**config.mk**
```make
export PLATFORM = sky130hd
export DESIGN_NAME = dpsd_diag_builder
export DESIGN_NICKNAME = d
export VERILOG_FILES = /design/src/dpsd_pkg.sv /design/src/dpsd_diag_builder.sv /design/src/dpsd_tx.sv
export SDC_FILE = /design/constraint.sdc
export NUM_CORES = 1
export LEC_CHECK = 0
export ABC_CLOCK_PERIOD_IN_PS = 1900
export BUFFER_PORTS_ARGS = -buffer_cell sky130_fd_sc_hd__buf_2
export CORE_ASPECT_RATIO = 1.2
export CORE_UTILIZATION = 54
export CTS_BUF_LIST = sky130_fd_sc_hd__clkbuf_8 sky130_fd_sc_hd__clkbuf_16
export DETAILED_ROUTE_END_ITERATION = 8
export PLACE_DENSITY = 0.76
export SETUP_SLACK_MARGIN = 0.3
export SYNTH_ARGS = -nofsm -noshare
export SYNTH_HDL_FRONTEND = slang
export SYNTH_SLANG_ARGS = --single-unit
```
**constraint.sdc**
```tcl
create_clock -name mclk_i -period 1.9 [get_ports mclk_i]
set_input_delay 0 -clock mclk_i [delete_from_list [all_inputs] [get_ports mclk_i]]
set_output_delay 0 -clock mclk_i [all_outputs]
set_load 0.02 [all_outputs]
```
**src/dpsd_pkg.sv**
```systemverilog
package dpsd_pkg;
	// printed register indices, byte address is four times the index
	localparam logic [7:0] DPSD_IDX_STATUS = 8'h00;
	localparam logic [7:0] DPSD_IDX_PAYLOAD = 8'h01;
	localparam logic [7:0] DPSD_ADDR_STATUS = {DPSD_IDX_STATUS[5:0], 2'b00};
	localparam logic [7:0] DPSD_ADDR_PAYLOAD_LO = {DPSD_IDX_PAYLOAD[5:0], 2'b00};
	// further registers of the block
	localparam logic [7:0] DPSD_ADDR_PAYLOAD_HI = 8'h08;
	localparam logic [7:0] DPSD_ADDR_FLAGS = 8'h0c;
	localparam logic [7:0] DPSD_ADDR_IDENT = 8'h10;
	localparam logic [7:0] DPSD_ADDR_BASE = 8'h14;
	localparam logic [7:0] DPSD_ADDR_STATE = 8'h18;
	// frame geometry
	localparam int DPSD_RESP_BYTES = 16;
	localparam int DPSD_BLOCK_BYTES = 6;
	localparam logic [2:0] DPSD_BLOCK_LAST = 3'h5;
	// station status masks and fixed bits
	localparam logic [7:0] DPSD_B0_MASK = 8'h5e;
	localparam logic [7:0] DPSD_B1_MASK = 8'h3b;
	localparam logic [7:0] DPSD_B1_FIX1 = 8'h04;
	localparam logic [7:0] DPSD_B2_MASK = 8'h80;
	// header: length 001010, code 00
	localparam logic [7:0] DPSD_HDR = 8'h0a;
	// message codes
	localparam logic [7:0] DPSD_MSG_NONE = 8'h00;
	localparam logic [7:0] DPSD_MSG_PRM_LEN = 8'h12;
	localparam logic [7:0] DPSD_MSG_CFG_LEN = 8'h13;
	localparam logic [7:0] DPSD_MSG_CFG_ENTRY = 8'h14;
	localparam logic [7:0] DPSD_MSG_BUF_CALC = 8'h15;
	localparam logic [7:0] DPSD_MSG_CFG_MISS = 8'h16;
	localparam logic [7:0] DPSD_MSG_CMP = 8'h17;
	localparam logic [7:0] DPSD_MSG_USER = 8'h40;
	// status byte fields
	localparam int DPSD_ST_VALID = 0;
	localparam int DPSD_ST_DELETE = 1;
	localparam logic [7:0] DPSD_ST_IGNORE = 8'h03;
	// reset values
	localparam logic [7:0] DPSD_STATUS_RST = 8'h00;
	localparam logic [39:0] DPSD_PAYLOAD_RST = 40'h00_0000_0000;
	localparam logic [23:0] DPSD_FLAGS_RST = 24'h00_0000;
	localparam logic [7:0] DPSD_MADDR_RST = 8'hff;
	localparam logic [15:0] DPSD_IDENT_RST = 16'h0000;
endpackage : dpsd_pkg

```
**src/dpsd_diag_builder.sv**
```systemverilog
// Decided for this implementation: the APB slave port.
`timescale 1ns/1ps
// What this block does
// - byte 0: station status one flags
// - byte 1: status two, bit2 one
// - byte 2: bit7 overflow, rest zero
// - bytes 3-5: master address, ident high/low
// - header byte 6 is length 10, code 0
// - byte 7 carries the message code
// - bytes 11-15 carry user diagnostic data
// - event copies status plus payload, six bytes
// - copy base address is software programmable
// - status bit0 rising starts a diagnostic
// - status value 03h is stored but neither starts nor deletes
// - status bit0 marks user data valid
// - status bit1 deletes the diagnostic
// - image bytes 1-5 map to 11-15
// - answer requests, report errors unprompted
module dpsd_diag_builder import dpsd_pkg::*; #(
	parameter int PI_AW = 8
) (
	input wire logic mclk_i,
	input wire logic reset_i,
	// apb slave
	input wire logic psel_i,
	input wire logic penable_i,
	input wire logic pwrite_i,
	input wire logic [7:0] paddr_i,
	input wire logic [31:0] pwdata_i,
	output logic [31:0] prdata_o,
	output logic pready_o,
	output logic pslverr_o,
	// process image write port
	output logic pi_we_o,
	output logic [PI_AW-1:0] pi_addr_o,
	output logic [7:0] pi_data_o,
	// protocol-side error events
	input wire logic err_valid_i,
	input wire logic [7:0] err_code_i,
	// master side
	input wire logic master_req_i,
	output logic diag_avail_o,
	output logic tx_valid_o,
	output logic [7:0] tx_data_o,
	output logic tx_last_o,
	input wire logic tx_ready_i
);
	// register decode, shared by read and write paths
	function automatic logic mapped(input logic [7:0] a);
		mapped = (a == DPSD_ADDR_STATUS) || (a == DPSD_ADDR_PAYLOAD_LO) ||
			(a == DPSD_ADDR_PAYLOAD_HI) || (a == DPSD_ADDR_FLAGS) ||
			(a == DPSD_ADDR_IDENT) || (a == DPSD_ADDR_BASE) || (a == DPSD_ADDR_STATE);
	endfunction : mapped

	logic [7:0] status_reg, status_next; // diagnostic trigger status
	logic [39:0] payload_reg, payload_next; // user diagnostic payload
	logic [23:0] flags_reg, flags_next; // station status bytes 0..2
	logic [15:0] ident_reg, ident_next; // ident number
	logic [7:0] maddr_reg, maddr_next; // parametrizing master
	logic [PI_AW-1:0] base_reg, base_next; // image block base
	logic [7:0] code_reg, code_next; // current message code
	logic pend_reg, pend_next; // unprompted report pending
	logic [31:0] prdata_reg, prdata_next;
	logic [47:0] snap_reg, snap_next; // status plus payload at event
	logic copy_busy_reg, copy_busy_next;
	logic [2:0] copy_idx_reg, copy_idx_next;
	logic pi_we_reg, pi_we_next;
	logic [PI_AW-1:0] pi_addr_reg, pi_addr_next;
	logic [7:0] pi_data_reg, pi_data_next;

	logic wr_en; // write takes effect
	logic setup; // apb setup cycle
	logic st_wr; // write to status
	logic [7:0] st_new; // status value written
	logic user_trig; // accepted 0->1 trigger
	logic user_del; // accepted delete
	logic tx_busy;
	logic tx_start;
	logic [8*DPSD_RESP_BYTES-1:0] frame;

	assign setup = psel_i && !penable_i;
	assign wr_en = psel_i && penable_i && pwrite_i && mapped(paddr_i);
	assign st_wr = wr_en && (paddr_i == DPSD_ADDR_STATUS);
	assign st_new = pwdata_i[7:0];
	assign user_trig = st_wr && (st_new != DPSD_ST_IGNORE) &&
		st_new[DPSD_ST_VALID] && !status_reg[DPSD_ST_VALID];
	assign user_del = st_wr && (st_new != DPSD_ST_IGNORE) && st_new[DPSD_ST_DELETE];

	// response frame assembly
	always_comb begin
		frame = '0;
		frame[0*8 +: 8] = flags_reg[7:0] & DPSD_B0_MASK;
		frame[1*8 +: 8] = (flags_reg[15:8] & DPSD_B1_MASK) | DPSD_B1_FIX1;
		frame[2*8 +: 8] = flags_reg[23:16] & DPSD_B2_MASK;
		frame[3*8 +: 8] = maddr_reg;
		frame[4*8 +: 8] = ident_reg[15:8];
		frame[5*8 +: 8] = ident_reg[7:0];
		frame[6*8 +: 8] = DPSD_HDR;
		frame[7*8 +: 8] = code_reg;
		frame[11*8 +: 40] = payload_reg;
	end

	// answer request or send pending report
	assign tx_start = !tx_busy && (master_req_i || pend_reg);

	// register file, trigger and copy sequencer next state
	always_comb begin
		status_next = status_reg;
		payload_next = payload_reg;
		flags_next = flags_reg;
		ident_next = ident_reg;
		maddr_next = maddr_reg;
		base_next = base_reg;
		code_next = code_reg;
		pend_next = pend_reg;
		prdata_next = prdata_reg;
		snap_next = snap_reg;
		copy_busy_next = copy_busy_reg;
		copy_idx_next = copy_idx_reg;
		pi_we_next = 1'b0;
		pi_addr_next = pi_addr_reg;
		pi_data_next = pi_data_reg;
		// read data captured in setup cycle
		if (setup && !pwrite_i) begin
			unique case (paddr_i)
				DPSD_ADDR_STATUS: prdata_next = {24'h00_0000, status_reg};
				DPSD_ADDR_PAYLOAD_LO: prdata_next = payload_reg[31:0];
				DPSD_ADDR_PAYLOAD_HI: prdata_next = {24'h00_0000, payload_reg[39:32]};
				DPSD_ADDR_FLAGS: prdata_next = {8'h00, frame[2*8 +: 8], frame[1*8 +: 8], frame[0*8 +: 8]};
				DPSD_ADDR_IDENT: prdata_next = {8'h00, maddr_reg, ident_reg};
				DPSD_ADDR_BASE: prdata_next = 32'(base_reg);
				DPSD_ADDR_STATE: prdata_next = {21'h00_0000, copy_busy_reg, tx_busy, pend_reg, code_reg};
				default: prdata_next = 32'h0000_0000;
			endcase
		end
		// writes
		if (wr_en) begin
			unique case (paddr_i)
				DPSD_ADDR_STATUS: status_next = st_new;
				DPSD_ADDR_PAYLOAD_LO: payload_next[31:0] = pwdata_i;
				DPSD_ADDR_PAYLOAD_HI: payload_next[39:32] = pwdata_i[7:0];
				DPSD_ADDR_FLAGS: flags_next = pwdata_i[23:0];
				DPSD_ADDR_IDENT: {maddr_next, ident_next} = pwdata_i[23:0];
				DPSD_ADDR_BASE: base_next = pwdata_i[PI_AW-1:0];
				default: ;
			endcase
		end
		// report sent clears pending
		if (tx_start) begin
			pend_next = 1'b0;
		end
		// delete withdraws the user diagnostic
		if (user_del && !user_trig) begin
			pend_next = 1'b0;
			if (code_reg == DPSD_MSG_USER) begin
				code_next = DPSD_MSG_NONE;
			end
		end
		if (user_trig) begin
			code_next = DPSD_MSG_USER;
			pend_next = 1'b1;
		end
		if (err_valid_i) begin
			code_next = err_code_i;
			pend_next = 1'b1;
		end
		if ((user_trig || err_valid_i) && !copy_busy_reg) begin
			snap_next = {payload_reg, user_trig ? st_new : status_reg};
			copy_busy_next = 1'b1;
			copy_idx_next = 3'h0;
		end else if (copy_busy_reg) begin
			pi_we_next = 1'b1;
			pi_addr_next = base_reg + PI_AW'(copy_idx_reg);
			pi_data_next = snap_reg[8*copy_idx_reg +: 8];
			if (copy_idx_reg == DPSD_BLOCK_LAST) begin
				copy_busy_next = 1'b0;
			end else begin
				copy_idx_next = copy_idx_reg + 3'h1;
			end
		end
	end

	// registers
	always_ff @(posedge mclk_i) begin
		if (reset_i) begin
			status_reg <= DPSD_STATUS_RST;
			payload_reg <= DPSD_PAYLOAD_RST;
			flags_reg <= DPSD_FLAGS_RST;
			ident_reg <= DPSD_IDENT_RST;
			maddr_reg <= DPSD_MADDR_RST;
			base_reg <= '0;
			code_reg <= DPSD_MSG_NONE;
			pend_reg <= 1'b0;
			prdata_reg <= 32'h0000_0000;
			snap_reg <= '0;
			copy_busy_reg <= 1'b0;
			copy_idx_reg <= 3'h0;
			pi_we_reg <= 1'b0;
			pi_addr_reg <= '0;
			pi_data_reg <= 8'h00;
		end else begin
			status_reg <= status_next;
			payload_reg <= payload_next;
			flags_reg <= flags_next;
			ident_reg <= ident_next;
			maddr_reg <= maddr_next;
			base_reg <= base_next;
			code_reg <= code_next;
			pend_reg <= pend_next;
			prdata_reg <= prdata_next;
			snap_reg <= snap_next;
			copy_busy_reg <= copy_busy_next;
			copy_idx_reg <= copy_idx_next;
			pi_we_reg <= pi_we_next;
			pi_addr_reg <= pi_addr_next;
			pi_data_reg <= pi_data_next;
		end
	end

	// response serializer
	dpsd_tx #(.NBYTES(DPSD_RESP_BYTES)) u_tx (
		.mclk_i(mclk_i),
		.reset_i(reset_i),
		.start_i(tx_start),
		.frame_i(frame),
		.busy_o(tx_busy),
		.tx_valid_o(tx_valid_o),
		.tx_data_o(tx_data_o),
		.tx_last_o(tx_last_o),
		.tx_ready_i(tx_ready_i)
	);

	// outputs
	assign prdata_o = prdata_reg;
	assign pready_o = 1'b1;
	assign pslverr_o = psel_i && penable_i && !mapped(paddr_i);
	assign pi_we_o = pi_we_reg;
	assign pi_addr_o = pi_addr_reg;
	assign pi_data_o = pi_data_reg;
	assign diag_avail_o = pend_reg;

	// byte position seen at the stream output, lets the checks see sent bytes
	logic [3:0] out_pos_reg, out_pos_next;

	// position advances on each accepted byte
	always_comb begin
		out_pos_next = out_pos_reg;
		if (tx_valid_o && tx_ready_i) begin
			// last byte closes the frame, next one is byte 0
			out_pos_next = tx_last_o ? 4'h0 : out_pos_reg + 4'h1;
		end
	end

	// position register
	always_ff @(posedge mclk_i) begin
		if (reset_i) begin
			out_pos_reg <= 4'h0;
		end else begin
			out_pos_reg <= out_pos_next;
		end
	end
endmodule : dpsd_diag_builder

```
**src/dpsd_tx.sv**
```systemverilog
`timescale 1ns/1ps
// streams a latched response frame byte by byte, byte 0 first
module dpsd_tx import dpsd_pkg::*; #(
	parameter int NBYTES = DPSD_RESP_BYTES
) (
	input wire logic mclk_i,
	input wire logic reset_i,
	input wire logic start_i,
	input wire logic [8*NBYTES-1:0] frame_i,
	output logic busy_o,
	output logic tx_valid_o,
	output logic [7:0] tx_data_o,
	output logic tx_last_o,
	input wire logic tx_ready_i
);
	localparam int IW = $clog2(NBYTES);
	localparam logic [IW-1:0] LAST = IW'(NBYTES - 1);

	logic [8*NBYTES-1:0] shadow_reg, shadow_next; // frame held stable while sent
	logic [IW-1:0] idx_reg, idx_next; // byte in flight
	logic valid_reg, valid_next;
	logic [7:0] data_reg, data_next;

	// next-state for the byte stream
	always_comb begin
		shadow_next = shadow_reg;
		idx_next = idx_reg;
		valid_next = valid_reg;
		data_next = data_reg;
		if (start_i && !valid_reg) begin
			// latch frame, present byte 0
			shadow_next = frame_i;
			idx_next = '0;
			valid_next = 1'b1;
			data_next = frame_i[7:0];
		end else if (valid_reg && tx_ready_i) begin
			if (idx_reg == LAST) begin
				valid_next = 1'b0;
			end else begin
				idx_next = idx_reg + 1'b1;
				data_next = shadow_reg[8*(idx_reg+1'b1) +: 8];
			end
		end
	end

	// registers
	always_ff @(posedge mclk_i) begin
		if (reset_i) begin
			shadow_reg <= '0;
			idx_reg <= '0;
			valid_reg <= 1'b0;
			data_reg <= 8'h00;
		end else begin
			shadow_reg <= shadow_next;
			idx_reg <= idx_next;
			valid_reg <= valid_next;
			data_reg <= data_next;
		end
	end

	assign busy_o = valid_reg;
	assign tx_valid_o = valid_reg;
	assign tx_data_o = data_reg;
	assign tx_last_o = valid_reg && (idx_reg == LAST);
endmodule : dpsd_tx
```
## Word level (Yosys, flattened, before mapping)

Index checks and enable logic that the tools add are counted.

| word-level totals | value |
|---|---|
| flip-flop bits (word level) | 313 |
| input bits | 56 |
| output and inout port bits | 62 |
| logic and storage cells | 113 |

| cells by class | value |
|---|---|
| add/sub/neg operators | 4 |
| equal/unequal tests | 11 |
| shift operators | 2 |
| multiplexer cells | 20 |
| bitwise gates (word level) | 3 |
| reductions and logical operators | 52 |

Operators with widths:

| cell | number |
|---|---|
| case mux 32 bit (7 select lines) | 1 |
| variable part select 128 x 9 -> 8 bit | 1 |
| variable part select 48 x 7 -> 8 bit | 1 |
| two-way mux 8 bit | 5 |
| equality test 8 x 5 -> 1 bit, second input constant | 3 |
| AND reduction 2 bit | 12 |
| two-way mux 7 bit | 3 |
| logical AND 1 bit | 17 |
| equality test 8 x 4 -> 1 bit, second input constant | 2 |
| two-way mux 1 bit | 11 |
| adder 8 x 3 -> 8 bit | 1 |
| equality test 8 x 3 -> 1 bit, second input constant | 1 |
| equality test 8 x 7 -> 1 bit, second input constant | 1 |
| logical NOT 8 bit | 1 |
| logical OR 1 bit | 8 |
| != test 8 x 2 -> 1 bit, second input constant | 1 |
| logical NOT 1 bit | 7 |
| nonzero test 3 bit | 2 |
| adder 4 x 1 -> 5 bit, second input constant | 1 |
| adder 4 x 1 -> 4 bit, second input constant | 1 |
| equality test 4 bit, second input constant | 1 |
| nonzero test 2 bit | 2 |
| nonzero test 4 bit | 1 |
| OR reduction 2 bit | 2 |
| other kinds (4) | 6 |

## Longest topological paths before layout

| logic depth | value |
|---|---|
| depth after elaboration | 17 |
| gate-level depth with buffers | 7 |
| gate-level depth less buffers | 7 |

## Hierarchy

From an unflattened synthesis, not the netlist that was laid out.

| second synthesis, totals | value |
|---|---|
| cell total of the unflattened synthesis | 1684 |
| area total of the unflattened synthesis | 14918.1 µm² |

By module, submodules not included:

| module | times used | cells an instance | area each (µm²) | seq. area each (µm²) |
|---|---|---|---|---|
| dpsd_diag_builder | 1 | 1014 | 9197.6 | 4023.9 |
| dpsd_tx | 1 | 670 | 5720.5 | 2662.6 |

## Worst setup path before layout

OpenSTA, ideal clock, no wires.

| path | value |
|---|---|
| path type | register to register |
| start | register copy_idx_reg[1] |
| end | register pi_addr_reg[6], in the netlist pi_addr_o[6] |
| setup time | 0.086 ns |
| arrival | 1.842 ns |
| data required time | 1.814 ns |
| setup slack | -0.028 ns |
| stages on the path, launching flop included | 8 |
| path buffers | 1 |
| clock period less this slack | 1.928 ns |
| cells stage by stage | dfxtp_1 > clkbuf_1 > inv_1 > fa_1 > nor2b_1 > o2111ai_1 > xor2_1 > a211oi_1 |

| on the way | value |
|---|---|
| longest elaborated chain between the ends | 1 |

Ends and longest elaborated chain:

| element | line | text |
|---|---|---|
| start, declared | dpsd_diag_builder.sv:66 | `logic [2:0] copy_idx_reg, copy_idx_next;` |
| start signal, assigned | dpsd_diag_builder.sv:213 | `copy_idx_reg <= copy_idx_next;` |
| adder 8 x 3 -> 8 bit | dpsd_diag_builder.sv:173 | `pi_addr_next = base_reg + PI_AW'(copy_idx_reg);` |
| end signal, assigned | dpsd_diag_builder.sv:215 | `pi_addr_reg <= pi_addr_next;` |
| end, declared | dpsd_diag_builder.sv:68 | `logic [PI_AW-1:0] pi_addr_reg, pi_addr_next;` |

No other way between the ends.
A chain may end at the register's enable or synchronous reset.

## Worst setup path after layout

| path | value |
|---|---|
| start | register base_reg[0] |
| end | register pi_addr_reg[6], in the netlist pi_addr_o[6] |

| on the way | value |
|---|---|
| longest elaborated chain between the ends | 1 |

Ends and longest elaborated chain:

| element | line | text |
|---|---|---|
| start, declared | dpsd_diag_builder.sv:60 | `logic [PI_AW-1:0] base_reg, base_next;` |
| start signal, assigned | dpsd_diag_builder.sv:207 | `base_reg <= base_next;` |
| adder 8 x 3 -> 8 bit | dpsd_diag_builder.sv:173 |  |

No other way between the ends.

==> flow_summary.ini <==
[hold_path]
hp-class = input pin to register

[setup_path]
crit_slowest_cell = dfxtp_2
crit_family = adder cells
cp.arrival_ns = 2.09
crit_chain = ha_4 > inv_2 > fa_2 > nor2b_4 > o2111ai_2 > xor2_1 > a211oi_1
r2r_end = pi_addr_o[6]$_SDFFE_PP0P_
path_buf_inv = 1
cp-start-kind = register
critPathMaxStageDelay_ns = 0.37
end_kind = register
crit_fanout = 2
r2r_start = base_reg[0]$_SDFFE_PP0P_
crit_path_end = pi_addr_o[6]$_SDFFE_PP0P_
cp-startpoint = base_reg[0]$_SDFFE_PP0P_
worstSetupPathType = register to register
cp_data_required_time_ns = 2.37
worstRegToRegCells = 7
worst-r2r-setup-slack_ns = 0.28
cp.depth = 7

[route]
num_vias = 12400
drc = 0
drt-vias-per-instance = 6.18
first_pass_iters = 6
final_antenna_net_count = 0
wl_per_cell_um = 21.1
drtIter0Drc = 1516
wl_mm = 42.3

[sta]
slew_violations = 0
tns_ns = 0
hold_ws_ns = 0.0235
period_minus_slack_ns = 1.62
fmax_mhz = 617
worst_pin_slew_ns = 0.560
rsz0062_at_grt = true
timing.final.hold_violations = 0
maxSlewHeadroom_pct = 62.5
period_share_pct = 85.3
setup_viol = 0
finClkSkew_ns = 0.0187

[pwr]
power.density_nw_per_um2 = 820
vdd_drop_max_v = 0.000845
p_leak_nw = 6.23
swShare_pct = 24.6
p_sw_mw = 3.27
power_frac_comb_pct = 9.3
intPower_mw = 10.0
seqPwrFrac_pct = 47.4
clkPwrFrac_pct = 43.4

[logic_synthesis]
netlist.top_cell.by_area = dfxtp_1
syn_area_um2 = 13000
seq_area_frac_synth_pct = 45.0
synth_area_per_cell_um2 = 8.74
synth-seq-cells = 293
syn_nets = 1554
ys.flop_type = dfxtp_1
async_flop_share_pct = 0
yosys_warnings = 0
synth_area_leaders = dfxtp_1, mux2i_1, nand2_1, a21oi_1, clkbuf_1
syn_inst = 1491
synth.distinct_cells = 75
synth_top_area_share_pct = 45.0
synth_edf_count = 0

[final_layout]
antenna-diode-count = 0
largest_reg_flops = 79
nets = 1732
drive_gt1_share_pct = 20.7
synthToLayoutAreaGrowth_pct = 24.4
n_fill_cell = 1814
fin_util_pct = 69.2

[status]
status = complete, no violations

[floorplan]
ioPinCount = 118
dieArea_um2 = 24800
die_h_um = 172
start_util_pct = 55.6
core_area_um2 = 23400
dieWidth_um = 144
rows = 61

[global_routing]
antenna_found_initial = 1
grt_remaining_overflow = 0
grt_pass1_wl_mm = 63.6
grt_max_degree = 110
grt_pass1_vias = 11600
grt_usage_pct = 33.6

[clock_tree]
cts_buffer_depth = 3
clock_sinks = 293
cts_buffers = 28
cts-root-buf = clkbuf_16
cts.clk_slew.worst_paths_ns = 0.07
cts_tree = done
clk_latency_ns = 0.55
cts_htree_levels = 1

[placement]
io_buffers = 116
gp_congestion = 0.949
hpwl_mm = 28.9

[flow_run]
max_cap_viol_count = 0
-- worst reg2reg max path, delay by kind of cell, from the launching register on --
family                   cells  cell delay [ns]
AO/OA/AOI/OAI                2             0.32
XOR/XNOR                     1             0.17
adder cells (fa/ha/maj)      2             0.51
buffers and inverters        1             0.04
flip-flops                   1             0.37
AND/OR/NAND/NOR              1             0.14
-- worst min path at each step --
stage | from | end | slack, ns | cells after the start
2_1_floorplan | psel_i | pslverr_o | 0.12 | 2
3_3_place_gp | err_code_i[4] | code_reg[4]$_SDFFE_PP0P_ | 0.25 | 3
3_5_place_dp | err_code_i[4] | code_reg[4]$_SDFFE_PP0P_ | 0.26 | 3
4_1_cts | err_valid_i | snap_reg[1]$_SDFFE_PP0P_ | 0.005 | 4
5_1_grt | err_valid_i | snap_reg[5]$_SDFFE_PP0P_ | 0.03 | 4
6_report | err_valid_i | snap_reg[5]$_SDFFE_PP0P_ | 0.02 | 4
-- per-stage QoR --
stage / power (mW) / instances / area (µm²) / setup slack [ns]
detailed placement: 7.49 / 1877 / 14200 / 0.0428
CTS: 13.2 / 1991 / 16000 / 0.266
global placement: 7.47 / 1877 / 14200 / 0.0552
floorplan: 7.08 / 1491 / 13100 / 0.278
global route: 13.6 / 2005 / 16200 / 0.225
finish: 13.3 / 2005 / 16200 / 0.279
-- timing repair --
action / CTS / global route
setup endpoints to repair: 18 / 43
pin swaps: 4 / 12
cloned: 2 / 1
setup buffers: 7 / 13
endpoints found under the hold margin: 125 / 0
hold buffers: 54 / 0
resized for setup: 35 / 29
-- logic make-up after synthesis --
logic type	after synthesis	synth area share [%]
buf+inv	143	4.77
simple gates	533	17.9
flops	293	45.0
xor+xnor	7	0.470
fa+ha+maj	7	0.729
other cells	1	0.0288
compound gates	329	16.4
mux	178	14.7
-- cells in the final DEF (no fill, tap or decap), types with 9 or more instances in the layout --
master	count
nand2_1	359
dfxtp_1	284
mux2i_1	145
a21oi_1	117
buf_2	114
buf_4	79
nor2_1	64
dlygate4sd3_1	54
o21ai_0	43
a22oi_1	36
clkbuf_16	30
nand3_1	25
inv_1	24
o32ai_1	17
mux2_2	17
buf_12	15
nor3_1	14
o2bb2ai_1	13
o211ai_1	13
or3_1	11
a211oi_1	10
mux4_2	9
nand2b_1	9
-- routing by layer --
layer	track usage, %	part of all wire [%]	up-vias
met5	0	0.028	-
met1	43.3	39	5916
met3	5.40	9.8	150
met4	16.8	4.9	2
li1	-	-	5602
met2	54.5	46	722
-- cells in the mapped netlist (all sizes together), types with 8 or more instances --
| library cell | count |
|---|---|
| clkbuf | 93 |
| inv | 24 |
| nand2 | 359 |
| buf | 26 |
| a211oi | 12 |
| o32ai | 17 |
| a221oi | 8 |
| a31oi | 8 |
| nor2b | 9 |
| o311ai | 8 |
| o2bb2ai | 13 |
| nand2b | 10 |
| o21ai | 51 |
| mux2 | 17 |
| nor2 | 65 |
| a22oi | 39 |
| and3 | 8 |
| nand3 | 27 |
| a21oi | 119 |
| mux4 | 9 |
| dfxtp | 293 |
| mux2i | 152 |
| o211ai | 14 |
| nor3 | 18 |
| or3 | 11 |
-- layout make-up --
class                           count  area, µm²  share of cell area, %
Clock inverter                     15        136                  0.841
Tap cell                          315        394                   2.43
Multi-Input combinational cell   1055       6760                   41.7
Timing Repair Buffer              267       2120                   13.1
Sequential cell                   293       5890                   36.3
Inverter                           24       92.6                  0.571
Clock buffer                       36        822                   5.07
-- power by group through the flow --
stage / combinational (mW) / clock, mW / sequential [mW]
after floorplan: 0.641 / 0 / 6.44
after global placement: 1.04 / 0 / 6.43
after detailed placement: 1.05 / 0 / 6.43
after CTS: 1.17 / 5.79 / 6.29
after global routing: 1.30 / 6.03 / 6.30
final: 1.23 / 5.76 / 6.30
Power figures use the tool's default switching activity.
